==> src/usrsc_regs.vh <==
// Constants for the synchronous receiver status and control block.
// Assumes inclusion by bare name from the design files.
`ifndef USRSC_REGS_VH
`define USRSC_REGS_VH
`define USRSC_STAT_AVAIL_BIT 0
`define USRSC_STAT_OVR_BIT 1
`define USRSC_STAT_PERR_BIT 2
`define USRSC_STAT_SYNC_BIT 3
`define USRSC_STAT_FILL_BIT 6
`define USRSC_STAT_TXE_BIT 7
`define USRSC_CTRL_RESET 4'hf
`define USRSC_LEN_BASE 4'h5
`define USRSC_BUF_DEPTH 2
`endif

==> src/usrsc_buf2.v <==
// Two-entry buffer holding received characters between framer and host output register.
// Assumes one clock domain and a synchronous active-high reset.
`timescale 1ns/1ps
module usrsc_buf2 (
    // Clock and reset.
    input wire sys_clk,
    input wire rst,
    // Filling side.
    input wire in_valid,
    output wire in_ready,
    input wire [8:0] in_data,
    // Draining side.
    output wire out_valid,
    input wire out_ready,
    output reg [8:0] out_data
);
    reg [8:0] mem_q [0:1];
    reg wr_q;
    reg rd_q;
    reg [1:0] cnt_q;
    wire push;
    wire pop;
    assign in_ready = (cnt_q != 2'h2);
    assign out_valid = (cnt_q != 2'h0);
    assign push = in_valid && in_ready;
    assign pop = out_valid && out_ready;
    always @*
    begin
        out_data = mem_q[rd_q];
    end
    always @(posedge sys_clk)
    begin
        if (rst)
        begin
            wr_q <= 1'b0;
            rd_q <= 1'b0;
            cnt_q <= 2'h0;
        end
        else
        begin
            if (push)
            begin
                mem_q[wr_q] <= in_data;
                wr_q <= ~wr_q;
            end
            if (pop)
            begin
                rd_q <= ~rd_q;
            end
            if (push && !pop)
            begin
                cnt_q <= cnt_q + 2'h1;
            end
            else if (pop && !push)
            begin
                cnt_q <= cnt_q - 2'h1;
            end
        end
    end
endmodule // usrsc_buf2

==> src/usrsc_rx.v <==
// Receiver status, sync hunt and character format control of a synchronous serial receiver.
// Assumes host strobes and serial pins are asynchronous and are synchronised here on sys_clk.
// Notes on behaviour
// - While status view strobe is low and data view strobe is high, status word drives the received-data outputs.
// - Status strobe rising edge clears fill-sent, overrun, parity-error and sync-match flags.
// - Overrun sets when a character moves to output while character-available is high.
// - Overrun clears on status strobe end, low restart, or master reset.
// - Status word shows overrun on output bit 1.
// - Parity error sets when transferred character parity disagrees with selected sense.
// - Parity error clears on good next character, status strobe end, restart, reset.
// - Status word shows parity error on output bit 2.
// - While restart is low, overrun and parity error are held low.
// - Restart rising edge enters hunt mode, comparing shift register each bit time.
// - Hunt compares selected length; match sets sync flag, copies sync to output.
// - After first match, frame one character every character time.
// - First sync character found in hunt is not parity checked.
// - Length inputs select 5, 6, 7 or 8 data bits, parity not counted.
// - Unused high data outputs read low; data right justified from bit 0.
// - Parity disable removes parity generation and checking.
// - Parity sense high selects even parity, low selects odd.
// - Low configuration load strobe captures length and parity controls.
// - Master reset clears parity error, sync match and character available.
// - After master reset, sync compare stays off until a restart pulse.
// - Outside idle, sync flag sets at a falling receive clock when shift register equals sync register.
`timescale 1ns/1ps
module usrsc_rx (
    // Clock and reset.
    input wire sys_clk,
    input wire rst,
    // Serial receive line.
    input wire rx_clk,
    input wire rx_serial_in,
    // Host strobes, all active low.
    input wire status_view_n,
    input wire data_view_n,
    input wire config_load_n,
    input wire sync_load_n,
    input wire receiver_hunt_restart_n,
    // Format control and sync character inputs.
    input wire char_length_sel0,
    input wire char_length_sel1,
    input wire parity_disable,
    input wire parity_even_select,
    input wire [7:0] host_in,
    // Transmitter flags shown in the status word.
    input wire fill_event,
    input wire tx_empty,
    // Outputs.
    output reg [7:0] rx_out_bus,
    output reg rx_out_oe_n,
    output wire overrun_flag,
    output wire parity_error_flag,
    output wire sync_match_flag,
    output wire fill_sent_flag,
    output wire char_available_flag
);
    `include "usrsc_regs.vh"
    localparam ST_IDLE = 2'h0;
    localparam ST_HUNT = 2'h1;
    localparam ST_WORD = 2'h2;
    localparam IN_N = 20;
    // Every pin input except tx_empty passes two flip-flops before use.
    wire [IN_N-1:0] pin_raw;
    reg [IN_N-1:0] pin_s1_q;
    reg [IN_N-1:0] pin_s2_q;
    reg [IN_N-1:0] pin_prev_q;
    // Control and sync data ride beside their strobes, so both arrive equally late.
    assign pin_raw = {host_in, parity_even_select, parity_disable, char_length_sel1,
        char_length_sel0, rx_clk, rx_serial_in, status_view_n, data_view_n, config_load_n,
        sync_load_n, receiver_hunt_restart_n, fill_event};
    genvar gi;
    generate
        for (gi = 0; gi < IN_N; gi = gi + 1)
        begin : g_sync
            always @(posedge sys_clk)
            begin
                if (rst)
                begin
                    pin_s1_q[gi] <= 1'b1;
                    pin_s2_q[gi] <= 1'b1;
                    pin_prev_q[gi] <= 1'b1;
                end
                else
                begin
                    pin_s1_q[gi] <= pin_raw[gi];
                    pin_s2_q[gi] <= pin_s1_q[gi];
                    pin_prev_q[gi] <= pin_s2_q[gi];
                end
            end
        end
    endgenerate
    wire rclk_fall = pin_prev_q[7] && !pin_s2_q[7];
    wire rx_bit = pin_s2_q[6];
    wire stat_lo = !pin_s2_q[5];
    wire stat_end = !pin_prev_q[5] && pin_s2_q[5];
    wire data_lo = !pin_s2_q[4];
    wire data_end = !pin_prev_q[4] && pin_s2_q[4];
    wire cfg_lo = !pin_s2_q[3];
    wire sync_lo = !pin_s2_q[2];
    wire rr_lo = !pin_s2_q[1];
    wire rr_end = !pin_prev_q[1] && pin_s2_q[1];
    wire fill_rise = !pin_prev_q[0] && pin_s2_q[0];
    // Control register and sync register.
    reg [3:0] ctrl_q;
    reg [7:0] sync_char_q;
    always @(posedge sys_clk)
    begin
        if (rst)
        begin
            ctrl_q <= `USRSC_CTRL_RESET;
            sync_char_q <= 8'h00;
        end
        else
        begin
            if (cfg_lo)
                ctrl_q <= pin_s2_q[11:8];
            if (sync_lo)
                sync_char_q <= pin_s2_q[19:12];
        end
    end
    wire [3:0] len = `USRSC_LEN_BASE + {2'h0, ctrl_q[1:0]};
    wire par_off = ctrl_q[2];
    wire par_even = ctrl_q[3];
    reg [7:0] len_mask;
    always @*
    begin
        case (ctrl_q[1:0])
            2'h0: len_mask = 8'h1f;
            2'h1: len_mask = 8'h3f;
            2'h2: len_mask = 8'h7f;
            default: len_mask = 8'hff;
        endcase
    end
    // Shift register: newest bit enters at the top of the selected length.
    reg [7:0] shift_q;
    reg [1:0] state_q;
    reg [3:0] bit_cnt_q;
    reg par_phase_q;
    reg par_acc_q;
    reg skip_par_q;
    reg [7:0] shift_next;
    always @*
    begin
        shift_next = ((shift_q >> 1) | ({7'h00, rx_bit} << (len - 4'h1))) & len_mask;
    end
    wire hunt_hit = (state_q == ST_HUNT) && rclk_fall && (shift_next == (sync_char_q & len_mask));
    reg push_q;
    reg [8:0] push_data_q;
    wire buf_in_ready;
    always @(posedge sys_clk)
    begin
        push_q <= push_q && !buf_in_ready;
        if (rst)
        begin
            state_q <= ST_IDLE;
            shift_q <= 8'h00;
            bit_cnt_q <= 4'h0;
            par_phase_q <= 1'b0;
            par_acc_q <= 1'b0;
            skip_par_q <= 1'b0;
            push_q <= 1'b0;
            push_data_q <= 9'h000;
        end
        else if (rr_lo)
        begin
            // Old bits must not combine with new ones into a false sync match.
            state_q <= ST_IDLE;
            shift_q <= 8'h00;
            bit_cnt_q <= 4'h0;
            skip_par_q <= 1'b0;
            push_q <= 1'b0;
        end
        else if (rr_end)
        begin
            state_q <= ST_HUNT;
        end
        else if (rclk_fall && state_q != ST_IDLE)
        begin
            if (state_q == ST_HUNT)
            begin
                shift_q <= shift_next;
                if (hunt_hit)
                begin
                    // Sync copy goes out with parity check suppressed.
                    push_q <= 1'b1;
                    push_data_q <= {1'b1, shift_next};
                    state_q <= ST_WORD;
                    bit_cnt_q <= 4'h0;
                    par_phase_q <= 1'b0;
                    skip_par_q <= !par_off;
                    par_acc_q <= 1'b0;
                end
            end
            else if (skip_par_q)
            begin
                skip_par_q <= 1'b0;
            end
            else if (par_phase_q)
            begin
                par_phase_q <= 1'b0;
                push_q <= 1'b1;
                // Even parity is good when data and parity bit hold an even count of ones.
                push_data_q <= {(par_acc_q ^ rx_bit) != par_even, shift_q};
            end
            else
            begin
                shift_q <= shift_next;
                par_acc_q <= (bit_cnt_q == 4'h0) ? rx_bit : (par_acc_q ^ rx_bit);
                if (bit_cnt_q == len - 4'h1)
                begin
                    bit_cnt_q <= 4'h0;
                    if (par_off)
                    begin
                        push_q <= 1'b1;
                        push_data_q <= {1'b1, shift_next};
                    end
                    else
                        par_phase_q <= 1'b1;
                end
                else
                    bit_cnt_q <= bit_cnt_q + 4'h1;
            end
        end
    end
    // A pending character is held until the buffer has room, so a stall loses no word.
    wire buf_valid;
    wire [8:0] buf_data;
    usrsc_buf2 u_buf (
        .sys_clk(sys_clk),
        .rst(rst),
        .in_valid(push_q && !rr_lo),
        .in_ready(buf_in_ready),
        .in_data(push_data_q),
        .out_valid(buf_valid),
        .out_ready(1'b1),
        .out_data(buf_data)
    );
    // Output register and flags.
    reg [7:0] out_reg_q;
    reg avail_q;
    reg ovr_q;
    reg perr_q;
    reg sync_q;
    reg fill_q;
    always @(posedge sys_clk)
    begin
        if (rst)
        begin
            out_reg_q <= 8'h00;
            avail_q <= 1'b0;
            ovr_q <= 1'b0;
            perr_q <= 1'b0;
            sync_q <= 1'b0;
            fill_q <= 1'b0;
        end
        else
        begin
            if (buf_valid)
                out_reg_q <= buf_data[7:0] & len_mask;
            // Set wins over clear for every flag except overrun and parity error, which low restart clears first; flags otherwise hold.
            if (buf_valid)
                avail_q <= 1'b1;
            else if (data_end || rr_lo)
                avail_q <= 1'b0;
            if (rr_lo)
                ovr_q <= 1'b0;
            else if (buf_valid && avail_q)
                ovr_q <= 1'b1;
            else if (stat_end)
                ovr_q <= 1'b0;
            if (rr_lo)
                perr_q <= 1'b0;
            else if (buf_valid)
                perr_q <= !buf_data[8];
            else if (stat_end)
                perr_q <= 1'b0;
            if (hunt_hit || (state_q != ST_IDLE && shift_q == (sync_char_q & len_mask)
                && rclk_fall))
                sync_q <= 1'b1;
            else if (stat_end || rr_lo)
                sync_q <= 1'b0;
            if (fill_rise)
                fill_q <= 1'b1;
            else if (stat_end)
                fill_q <= 1'b0;
        end
    end
    assign overrun_flag = ovr_q;
    assign parity_error_flag = perr_q;
    assign sync_match_flag = sync_q;
    assign fill_sent_flag = fill_q;
    assign char_available_flag = avail_q;
    reg [7:0] stat_word;
    always @*
    begin
        stat_word = 8'h00;
        stat_word[`USRSC_STAT_AVAIL_BIT] = avail_q;
        stat_word[`USRSC_STAT_OVR_BIT] = ovr_q;
        stat_word[`USRSC_STAT_PERR_BIT] = perr_q;
        stat_word[`USRSC_STAT_SYNC_BIT] = sync_q;
        stat_word[`USRSC_STAT_FILL_BIT] = fill_q;
        stat_word[`USRSC_STAT_TXE_BIT] = tx_empty;
    end
    always @(posedge sys_clk)
    begin
        if (rst)
        begin
            rx_out_bus <= 8'h00;
            rx_out_oe_n <= 1'b1;
        end
        else if (stat_lo && !data_lo)
        begin
            rx_out_bus <= stat_word;
            rx_out_oe_n <= 1'b0;
        end
        else if (data_lo && !stat_lo)
        begin
            rx_out_bus <= out_reg_q;
            rx_out_oe_n <= 1'b0;
        end
        else
        begin
            rx_out_bus <= 8'h00;
            rx_out_oe_n <= 1'b1;
        end
    end
endmodule // usrsc_rx

==> config.mk <==
export PLATFORM = sky130hd
export DESIGN_NAME = usrsc_rx
export DESIGN_NICKNAME = d
export VERILOG_FILES = /design/src/usrsc_buf2.v /design/src/usrsc_rx.v
export VERILOG_INCLUDE_DIRS = /design/src
export SDC_FILE = /design/constraint.sdc
export NUM_CORES = 1
export LEC_CHECK = 0
export CAP_MARGIN = 20
export CORE_ASPECT_RATIO = 1.2
export CORE_MARGIN = 2
export CORE_UTILIZATION = 55
export DETAILED_ROUTE_END_ITERATION = 8
export DONT_BUFFER_PORTS = 1
export HOLD_SLACK_MARGIN = 0.05
export PLACE_DENSITY = 0.73
export SYNTH_ARGS = -nofsm -noshare
export SYNTH_HDL_FRONTEND = slang
export SYNTH_HIERARCHICAL = 1
export SYNTH_SLANG_ARGS = --single-unit
==> constraint.sdc <==
create_clock -name sys_clk -period 2.2 [get_ports sys_clk]
set_clock_uncertainty 0.05 [all_clocks]
set_input_delay 0.55 -clock sys_clk [delete_from_list [all_inputs] [get_ports sys_clk]]
set_output_delay 0.55 -clock sys_clk [all_outputs]
set_load 0.05 [all_outputs]
==> impl_metrics.env, run 1 <==
export IMPL_status="finished, final reports clean"
export IMPL_synth_ff_type="dfxtp_1"
export IMPL_cts_root_buf="clkbuf_8"
export IMPL_netlist_area_leader_share_pct=43.7
export IMPL_synth_edf_count=18
export IMPL_startpoint_type="flop"
export IMPL_core_area_mm2=0.00903
export IMPL_ir_drop_v=0.000712
export IMPL_drt_first_pass_iters=4
export IMPL_drc=0
export IMPL_yosysWarnings=6
export IMPL_grt_pass1_vias=3524
export IMPL_drv_cap=0
export IMPL_leakage_nw=2.24
export IMPL_layout_nets=557
export IMPL_whs_endpoint="pin_s1_q[17]$_SDFF_PP1_"
export IMPL_slew_headroom_pct=29.8
export IMPL_synthTopCellsByArea="dfxtp_1 44%, edfxtp_1 11%, or2_2 5.8%, nor2_1 3.8%, a21oi_1 3.3%"
export IMPL_final_setup_tns_ns=0
export IMPL_regToRegSetupSlack_ns=0.09
export IMPL_cts_inserted_buffers=17
export IMPL_timing_final_crit_share_pct=95.8
export IMPL_dr_max_layer_used="met4"
export IMPL_internal_power_w=0.00417
export IMPL_clkTransAtPathRegs_ns=0.06
export IMPL_syn2layout_area_growth_pct=16.4
export IMPL_synth_seq_area_share_pct=54.3
export IMPL_fmax_ghz=0.475
export IMPL_yosysTopAreaCell="dfxtp_1"
export IMPL_grt_pass1_wl_mm=16.6
export IMPL_p_sw_w=0.00112
export IMPL_met2WireLength_mm=5.45
export IMPL_rows=38
export IMPL_syn_inst=512
export IMPL_drtAntennaViolNets=0
export IMPL_first_iter_violations=213
export IMPL_hold_viol=0
export IMPL_diodes=0
export IMPL_grt_antenna_before_repair=0
export IMPL_arrival_ns=2.48
export IMPL_required_ns=2.57
export IMPL_pwr_share_seq_pct=47.0
export IMPL_dp_hpwl_mm=6.65
export IMPL_wl_met1_mm=4.32
export IMPL_period_needed_ns=2.11
export IMPL_gr_usage_all_layers_pct=21.6
export IMPL_vias_per_cell=5.53
export IMPL_hold_depth=1
export IMPL_clk_latency_ns=0.52
export IMPL_start_util_pct=56.3
export IMPL_die_area_mm2=0.0100
export IMPL_setup_ws_ns=0.0926
export IMPL_setup_viol=0
export IMPL_crit_type="flop to flop"
export IMPL_grt_max_degree=67
export IMPL_async_flop_share_pct=0
export IMPL_htreeDepth=4
export IMPL_ys_types=59
export IMPL_clock_sinks=129
export IMPL_detail_route_wl_per_cell_um=15.9
export IMPL_slew_violations=0
export IMPL_ys_ff_latch=129
export IMPL_p_per_area_mw_per_mm2=893
export IMPL_gr_total_overflow=0
export IMPL_clockBufferDepth=2
export IMPL_ff2ff_path_depth=6
export IMPL_pwr_share_clk_pct=49.2
export IMPL_netSwitchingFraction_pct=21.2
export IMPL_hold_start="host_in[5]"
export IMPL_cts_tree="built"
export IMPL_syn_num_nets=540
export IMPL_wl_met3_um=464
export IMPL_rr_endpoint="push_data_q[2]$_SDFFE_PP0P_"
export IMPL_grt_setup_unrepaired="no"
export IMPL_vias=3653
export IMPL_cp_end_kind="flop"
export IMPL_dp_worst_setup_slack_ns=-0.138
export IMPL_yosys_top_cells_count="111 x dfxtp_1, 52 x nor2_1, 47 x or2_2"
export IMPL_routed_wl_mm=10.5
export IMPL_yosysMostFrequentCell="dfxtp_1"
export IMPL_drive_gt1_share_pct=23.1
export IMPL_die_w_um=91.8
export IMPL_ioPinCount=37
export IMPL_gp_congestion=0.906
export IMPL_die_h_um=109
export IMPL_port_buffers=0
export IMPL_crit_fanout=9
export IMPL_hp_class="input port to flop"
export IMPL_syn_avg_cell_area_um2=9.94
export IMPL_syn_area_mm2=0.00509
export IMPL_worst_slew_pin_slew_ns=1.05
export IMPL_p_comb_share_pct=3.8
export IMPL_r2r_start="ctrl_q[0]$_SDFFE_PP1N_"
-- sequential cells by signal, summed over array words and instances (netlist names), 4 cells and up, named ones only --
name / count
pin_s1_q: 20
pin_s2_q: 19
u_buf/mem_q: 18
push_data_q: 9
out_reg_q: 8
rx_out_bus: 8
shift_q: 8
sync_char_q: 8
pin_prev_q: 5
bit_cnt_q: 4
ctrl_q: 4
-- how the worst max path moves through the flow --
stage                                 startpoint                            to  slack, ns  cells past startpoint
after floorplan           pin_s2_q[1]$_SDFF_PP1_   u_buf/mem_q[1][0]$_DFFE_PP_       0.13                      4
after global placement    ctrl_q[1]$_SDFFE_PP1N_  sync_match_flag$_SDFFE_PP0P_       -0.1                      8
after detailed placement       rx_bit$_SDFF_PP1_   push_data_q[3]$_SDFFE_PP0P_      -0.14                      6
after CTS                 ctrl_q[1]$_SDFFE_PP1N_  sync_match_flag$_SDFFE_PP0P_       0.01                      8
after global routing           rx_bit$_SDFF_PP1_   push_data_q[0]$_SDFFE_PP0P_      0.003                      6
final                     ctrl_q[0]$_SDFFE_PP1N_   push_data_q[2]$_SDFFE_PP0P_       0.09                      6
-- what timing repair did --
action / in CTS / in global routing
endpoints found under the setup margin: 8 / 11
hold buffers: 4 / 1
setup buffers: 1 / 1
resized for setup: 3 / 9
endpoints found under the hold margin: 25 / 4
-- worst max-delay path, stage by stage (launching register included) --
cell and delay (ns):
dfxtp_2 0.36, buf_4 0.18, o22ai_2 0.18, o22ai_1 0.16, or4b_4 0.63, and3b_1 0.21, a311oi_1 0.24
-- through the flow --
step / hold WS, ns / std cells / area, µm² / power, W / utilization, %
2_1_floorplan: 0.339 / 512 / 5090 / 0.00268 / -
3_3_place_gp: 0.341 / 623 / 5270 / 0.00270 / 58.3
3_5_place_dp: 0.342 / 623 / 5270 / 0.00271 / 58.3
4_1_cts: 0.0504 / 659 / 5870 / 0.00532 / 65.0
5_1_grt: 0.0611 / 661 / 5920 / 0.00546 / 65.6
6_report: 0.0757 / 661 / 5920 / 0.00529 / 65.6
-- cells by family (layout without fill, tap and decap cells) --
| family | Yosys count | in the layout | share of synthesized area (%) |
|---|---|---|---|
| xor+xnor | 19 | 19 | 3.27 |
| flops | 129 | 129 | 54.3 |
| fa+ha+maj | 5 | 5 | 1.23 |
| mux | 23 | 23 | 4.75 |
| buf+inv | 45 | 74 | 3.84 |
| simple gates | 207 | 207 | 21.9 |
| compound gates | 83 | 83 | 10.7 |
| other cells | 1 | 1 | 0.0737 |
-- layer usage --
metal  up-vias  track usage [%]
li1       1796                -
met3        29             4.66
met5         -                0
met4         0             12.9
met2        96             38.4
met1      1732             23.9
-- placed cells by master (no fill, tap or decap), types with 3 or more instances in the layout --
master,count
dfxtp_1,108
nor2_1,52
or2_2,47
nand2_1,37
a21oi_1,34
buf_4,25
edfxtp_1,18
clkbuf_16,16
mux2i_1,14
inv_1,13
nor2b_1,12
xor2_1,10
nand3_1,10
xnor2_1,9
mux2_2,9
o21ai_0,6
nor3_1,6
o211ai_1,6
a31oi_1,6
a211oi_1,6
and3b_1,6
ha_1,5
dlygate4sd3_1,5
and2_1,4
a211o_1,4
nand4_1,4
nor4_1,4
clkbuf_1,4
nand3b_1,3
or3_1,3
a311oi_1,3
clkinv_4,3
dfxtp_2,3
-- power groups by stage --
stage | clock network (W) | registers (W) | logic, W
6_report | 0.00260 | 0.00249 | 0.000200
5_1_grt | 0.00275 | 0.00249 | 0.000220
4_1_cts | 0.00264 | 0.00249 | 0.000193
3_5_place_dp | 0 | 0.00253 | 0.000171
3_3_place_gp | 0 | 0.00253 | 0.000167
2_1_floorplan | 0 | 0.00252 | 0.000160
-- layout make-up --
| class | count | area [µm²] |
|---|---|---|
| clock buffer | 22 | 443 |
| fill | 729 | 3110 |
| timing repair buffer | 30 | 238 |
| inverter | 13 | 48.8 |
| multi-input combinational | 338 | 2170 |
| sequential | 129 | 2770 |
| tap | 120 | 150 |
| clock inverter | 9 | 110 |
Note: power is estimated with default switching activity, not from simulation.
==> run 2: changes to the inputs <==
--- a/config.mk
+++ b/config.mk
@@ -6,6 +6,7 @@
 export SDC_FILE = /design/constraint.sdc
 export NUM_CORES = 1
 export LEC_CHECK = 0
+export ABC_AREA = 1
 export CAP_MARGIN = 20
 export CORE_ASPECT_RATIO = 1.2
 export CORE_MARGIN = 2
==> run 2 against run 1 <==
  * Sequential share of layout area grew 1.6 points
  * Clock power is essentially flat
  * Final cell count grew 7.7%
  * Combinational power grew 40%
  * Utilization shrank 1.6 points
  * Design area shrank 3.4%
  * Sequential power grew 3%
  * Hold slack gained 0.011 ns
  * Largest power group unchanged
  * Via count shrank 3.2%
==> impl_metrics.env, run 2 <==
export IMPL_yosys_top_cells_count="111 x dfxtp_1, 91 x nand2_1, 57 x inv_1"
export IMPL_die_h_um=109
export IMPL_drtAntennaViolNets=0
export IMPL_clkTransAtPathRegs_ns=0.06
export IMPL_die_area_mm2=0.00991
export IMPL_grt_antenna_before_repair=0
export IMPL_p_per_area_mw_per_mm2=953
export IMPL_yosysMostFrequentCell="dfxtp_1"
export IMPL_syn2layout_area_growth_pct=14.0
export IMPL_drc=0
export IMPL_synth_seq_area_share_pct=55.0
export IMPL_cp_end_kind="flop"
export IMPL_vias_per_cell=4.96
export IMPL_synth_ff_type="dfxtp_1"
export IMPL_crit_fanout=18
export IMPL_crit_start="ctrl_q[1]$_SDFFE_PP1N_"
export IMPL_cpMaxStageDelayCell="dfxtp_1"
export IMPL_htreeDepth=4
export IMPL_ys_ff_latch=129
export IMPL_multi_input_area_mm2=0.00191
export IMPL_grt_pass1_vias=3478
export IMPL_layout_commonest_cell="dfxtp_1"
export IMPL_synthTopCellsByArea="dfxtp_1 44%, edfxtp_1 11%, nand2_1 6.8%, or2_2 5.5%, inv_1 4.3%"
export IMPL_drv_cap=0
export IMPL_gr_total_overflow=0
export IMPL_ioPinCount=37
export IMPL_drive_gt1_share_pct=20.1
export IMPL_path_common_cell="nand2_1"
export IMPL_syn_avg_cell_area_um2=8.84
export IMPL_ys_types=38
export IMPL_dp_hpwl_mm=6.31
export IMPL_required_ns=2.55
export IMPL_leakage_nw=2.37
export IMPL_grt_setup_unrepaired="no"
export IMPL_status="finished, final reports clean"
export IMPL_crit_type="flop to flop"
export IMPL_period_needed_ns=1.92
export IMPL_port_buffers=0
export IMPL_drt_first_pass_iters=5
export IMPL_slew_violations=0
export IMPL_diodes=0
export IMPL_ff2ff_path_depth=11
export IMPL_layout_nets=607
export IMPL_fmax_ghz=0.522
export IMPL_path_buf_inv=1
export IMPL_vias=3535
export IMPL_final_setup_tns_ns=0
export IMPL_path_depth=11
export IMPL_setup_viol=0
export IMPL_crit_family="simple AND/OR/NAND/NOR gates"
export IMPL_setup_ws_ns=0.283
export IMPL_cts_tree="built"
export IMPL_syn_inst=568
export IMPL_async_flop_share_pct=0
export IMPL_max_flop_register="pin_s1_q"
export IMPL_cts_root_buf="clkbuf_8"
export IMPL_dp_worst_setup_slack_ns=0.282
export IMPL_first_iter_violations=111
export IMPL_synth_edf_count=18
export IMPL_start_util_pct=56.1
export IMPL_die_w_um=91.2
export IMPL_largest_reg_flops=20
export IMPL_endpoint="push_data_q[3]$_SDFFE_PP0P_"
export IMPL_detail_route_wl_per_cell_um=12.7
export IMPL_slew_headroom_pct=61.7
export IMPL_syn_area_mm2=0.00502
export IMPL_ir_drop_v=0.000647
export IMPL_regArea_mm2=0.00276
export IMPL_largestRegisters="pin_s1_q: 20 flops, pin_s2_q: 19 flops, u_buf/mem_q: 18 flops"
export IMPL_critPathMaxStageDelay_ns=0.51
export IMPL_path_cells="inv_2 > nand3_1 > nand2_1 > nand2_1 > nand2_1 > nor2_4 > nand3_4 > nand2_4 > nand4_4 > nor2_1 > nor2_1"
export IMPL_clock_sinks=129
export IMPL_r2r_start="ctrl_q[1]$_SDFFE_PP1N_"
export IMPL_netlist_area_leader_share_pct=44.3
export IMPL_grt_pass1_wl_mm=15.5
export IMPL_final_cell_mix="111 x dfxtp_1, 91 x nand2_1, 57 x inv_1, 46 x nor2_1, 44 x or2_2"
export IMPL_clk_latency_ns=0.51
export IMPL_cts_inserted_buffers=17
export IMPL_postLayoutCoreUtil_pct=64.0
export IMPL_yosysWarnings=6
export IMPL_gr_usage_all_layers_pct=20.1
export IMPL_grt_max_degree=49
export IMPL_startpoint_type="flop"
export IMPL_arrival_ns=2.27
export IMPL_rr_endpoint="push_data_q[3]$_SDFFE_PP0P_"
export IMPL_rows=38
export IMPL_fill_cells=765
export IMPL_worst_slew_pin_slew_ns=0.574
export IMPL_hold_viol=0
export IMPL_clockBufferDepth=2
export IMPL_regToRegSetupSlack_ns=0.28
export IMPL_yosysTopAreaCell="dfxtp_1"
export IMPL_hp_class="input port to flop"
export IMPL_routed_wl_mm=9.04
export IMPL_core_area_mm2=0.00894
export IMPL_gp_congestion=0.830
export IMPL_timing_final_crit_share_pct=87.2
export IMPL_power_total_w=0.00545
run 2: cell type report:
| cell class | instances | area share [%] |
|---|---|---|
| inverters | 72 | 4.77 |
| clock inverters | 13 | 2.43 |
| repair buffers | 7 | 1.18 |
| clock buffers | 19 | 7.37 |
| well taps | 120 | 2.63 |
| multi-input cells | 352 | 33.3 |
| flip-flops and latches | 129 | 48.3 |
run 2: per-stage QoR:
| stage | hold slack [ns] | std cells | area [µm²] |
|---|---|---|---|
| global route | 0.0632 | 712 | 5720 |
| detailed placement | 0.344 | 679 | 5150 |
| CTS | 0.0664 | 712 | 5720 |
| floorplan | 0.339 | 570 | 5030 |
| finish | 0.0864 | 712 | 5720 |
| global placement | 0.341 | 679 | 5150 |
run 2: cell families after synthesis:
family | count (synthesis) | synth area share (%)
AOI/OAI and AO/OA | 89 | 9.52
xor gates and xnor gates | 10 | 1.75
adders and majority gates | 5 | 1.25
buffers and inverters | 89 | 7.13
DFF | 129 | 55.0
muxes | 9 | 2.39
other | 1 | 0.0747
and+or+nand+nor | 236 | 22.8
run 2: what timing repair did:
action                     in CTS  in global routing
setup endpoints to repair       0                  0
gates resized for setup         0                  0
hold buffers                    1                  0
hold endpoints to repair        7                  0
setup buffers                   0                  0
run 2: how the worst min path moves through the flow:
stage	startpoint	to	slack, ns	cells after the start
after detailed placement	pin_s1_q[14]$_SDFF_PP1_	pin_s2_q[14]$_SDFF_PP1_	0.34	1
after CTS	host_in[7]	pin_s1_q[19]$_SDFF_PP1_	0.07	1
after global placement	pin_s1_q[2]$_SDFF_PP1_	pin_s2_q[2]$_SDFF_PP1_	0.34	1
final	host_in[7]	pin_s1_q[19]$_SDFF_PP1_	0.09	1
after floorplan	pin_s1_q[0]$_SDFF_PP1_	pin_s2_q[0]$_SDFF_PP1_	0.34	1
after global routing	host_in[7]	pin_s1_q[19]$_SDFF_PP1_	0.06	1
run 2: routing by layer:
metal	vias to the layer above	track usage, %	wire [µm]
met5	-	0	0
met4	0	9.09	199
met3	16	5.53	312
met2	74	36.6	4640
met1	1601	21.9	3890
li1	1844	-	-
run 2: where the power goes:
part	total, W	internal, W	leakage [nW]	switching (W)
combinational	0.000281	0.000116	1.05	0.000165
sequential	0.00257	0.00248	1.07	0.0000907
clock	0.00261	0.00161	0.252	0.000999
total	0.00545	0.00420	2.37	0.00125
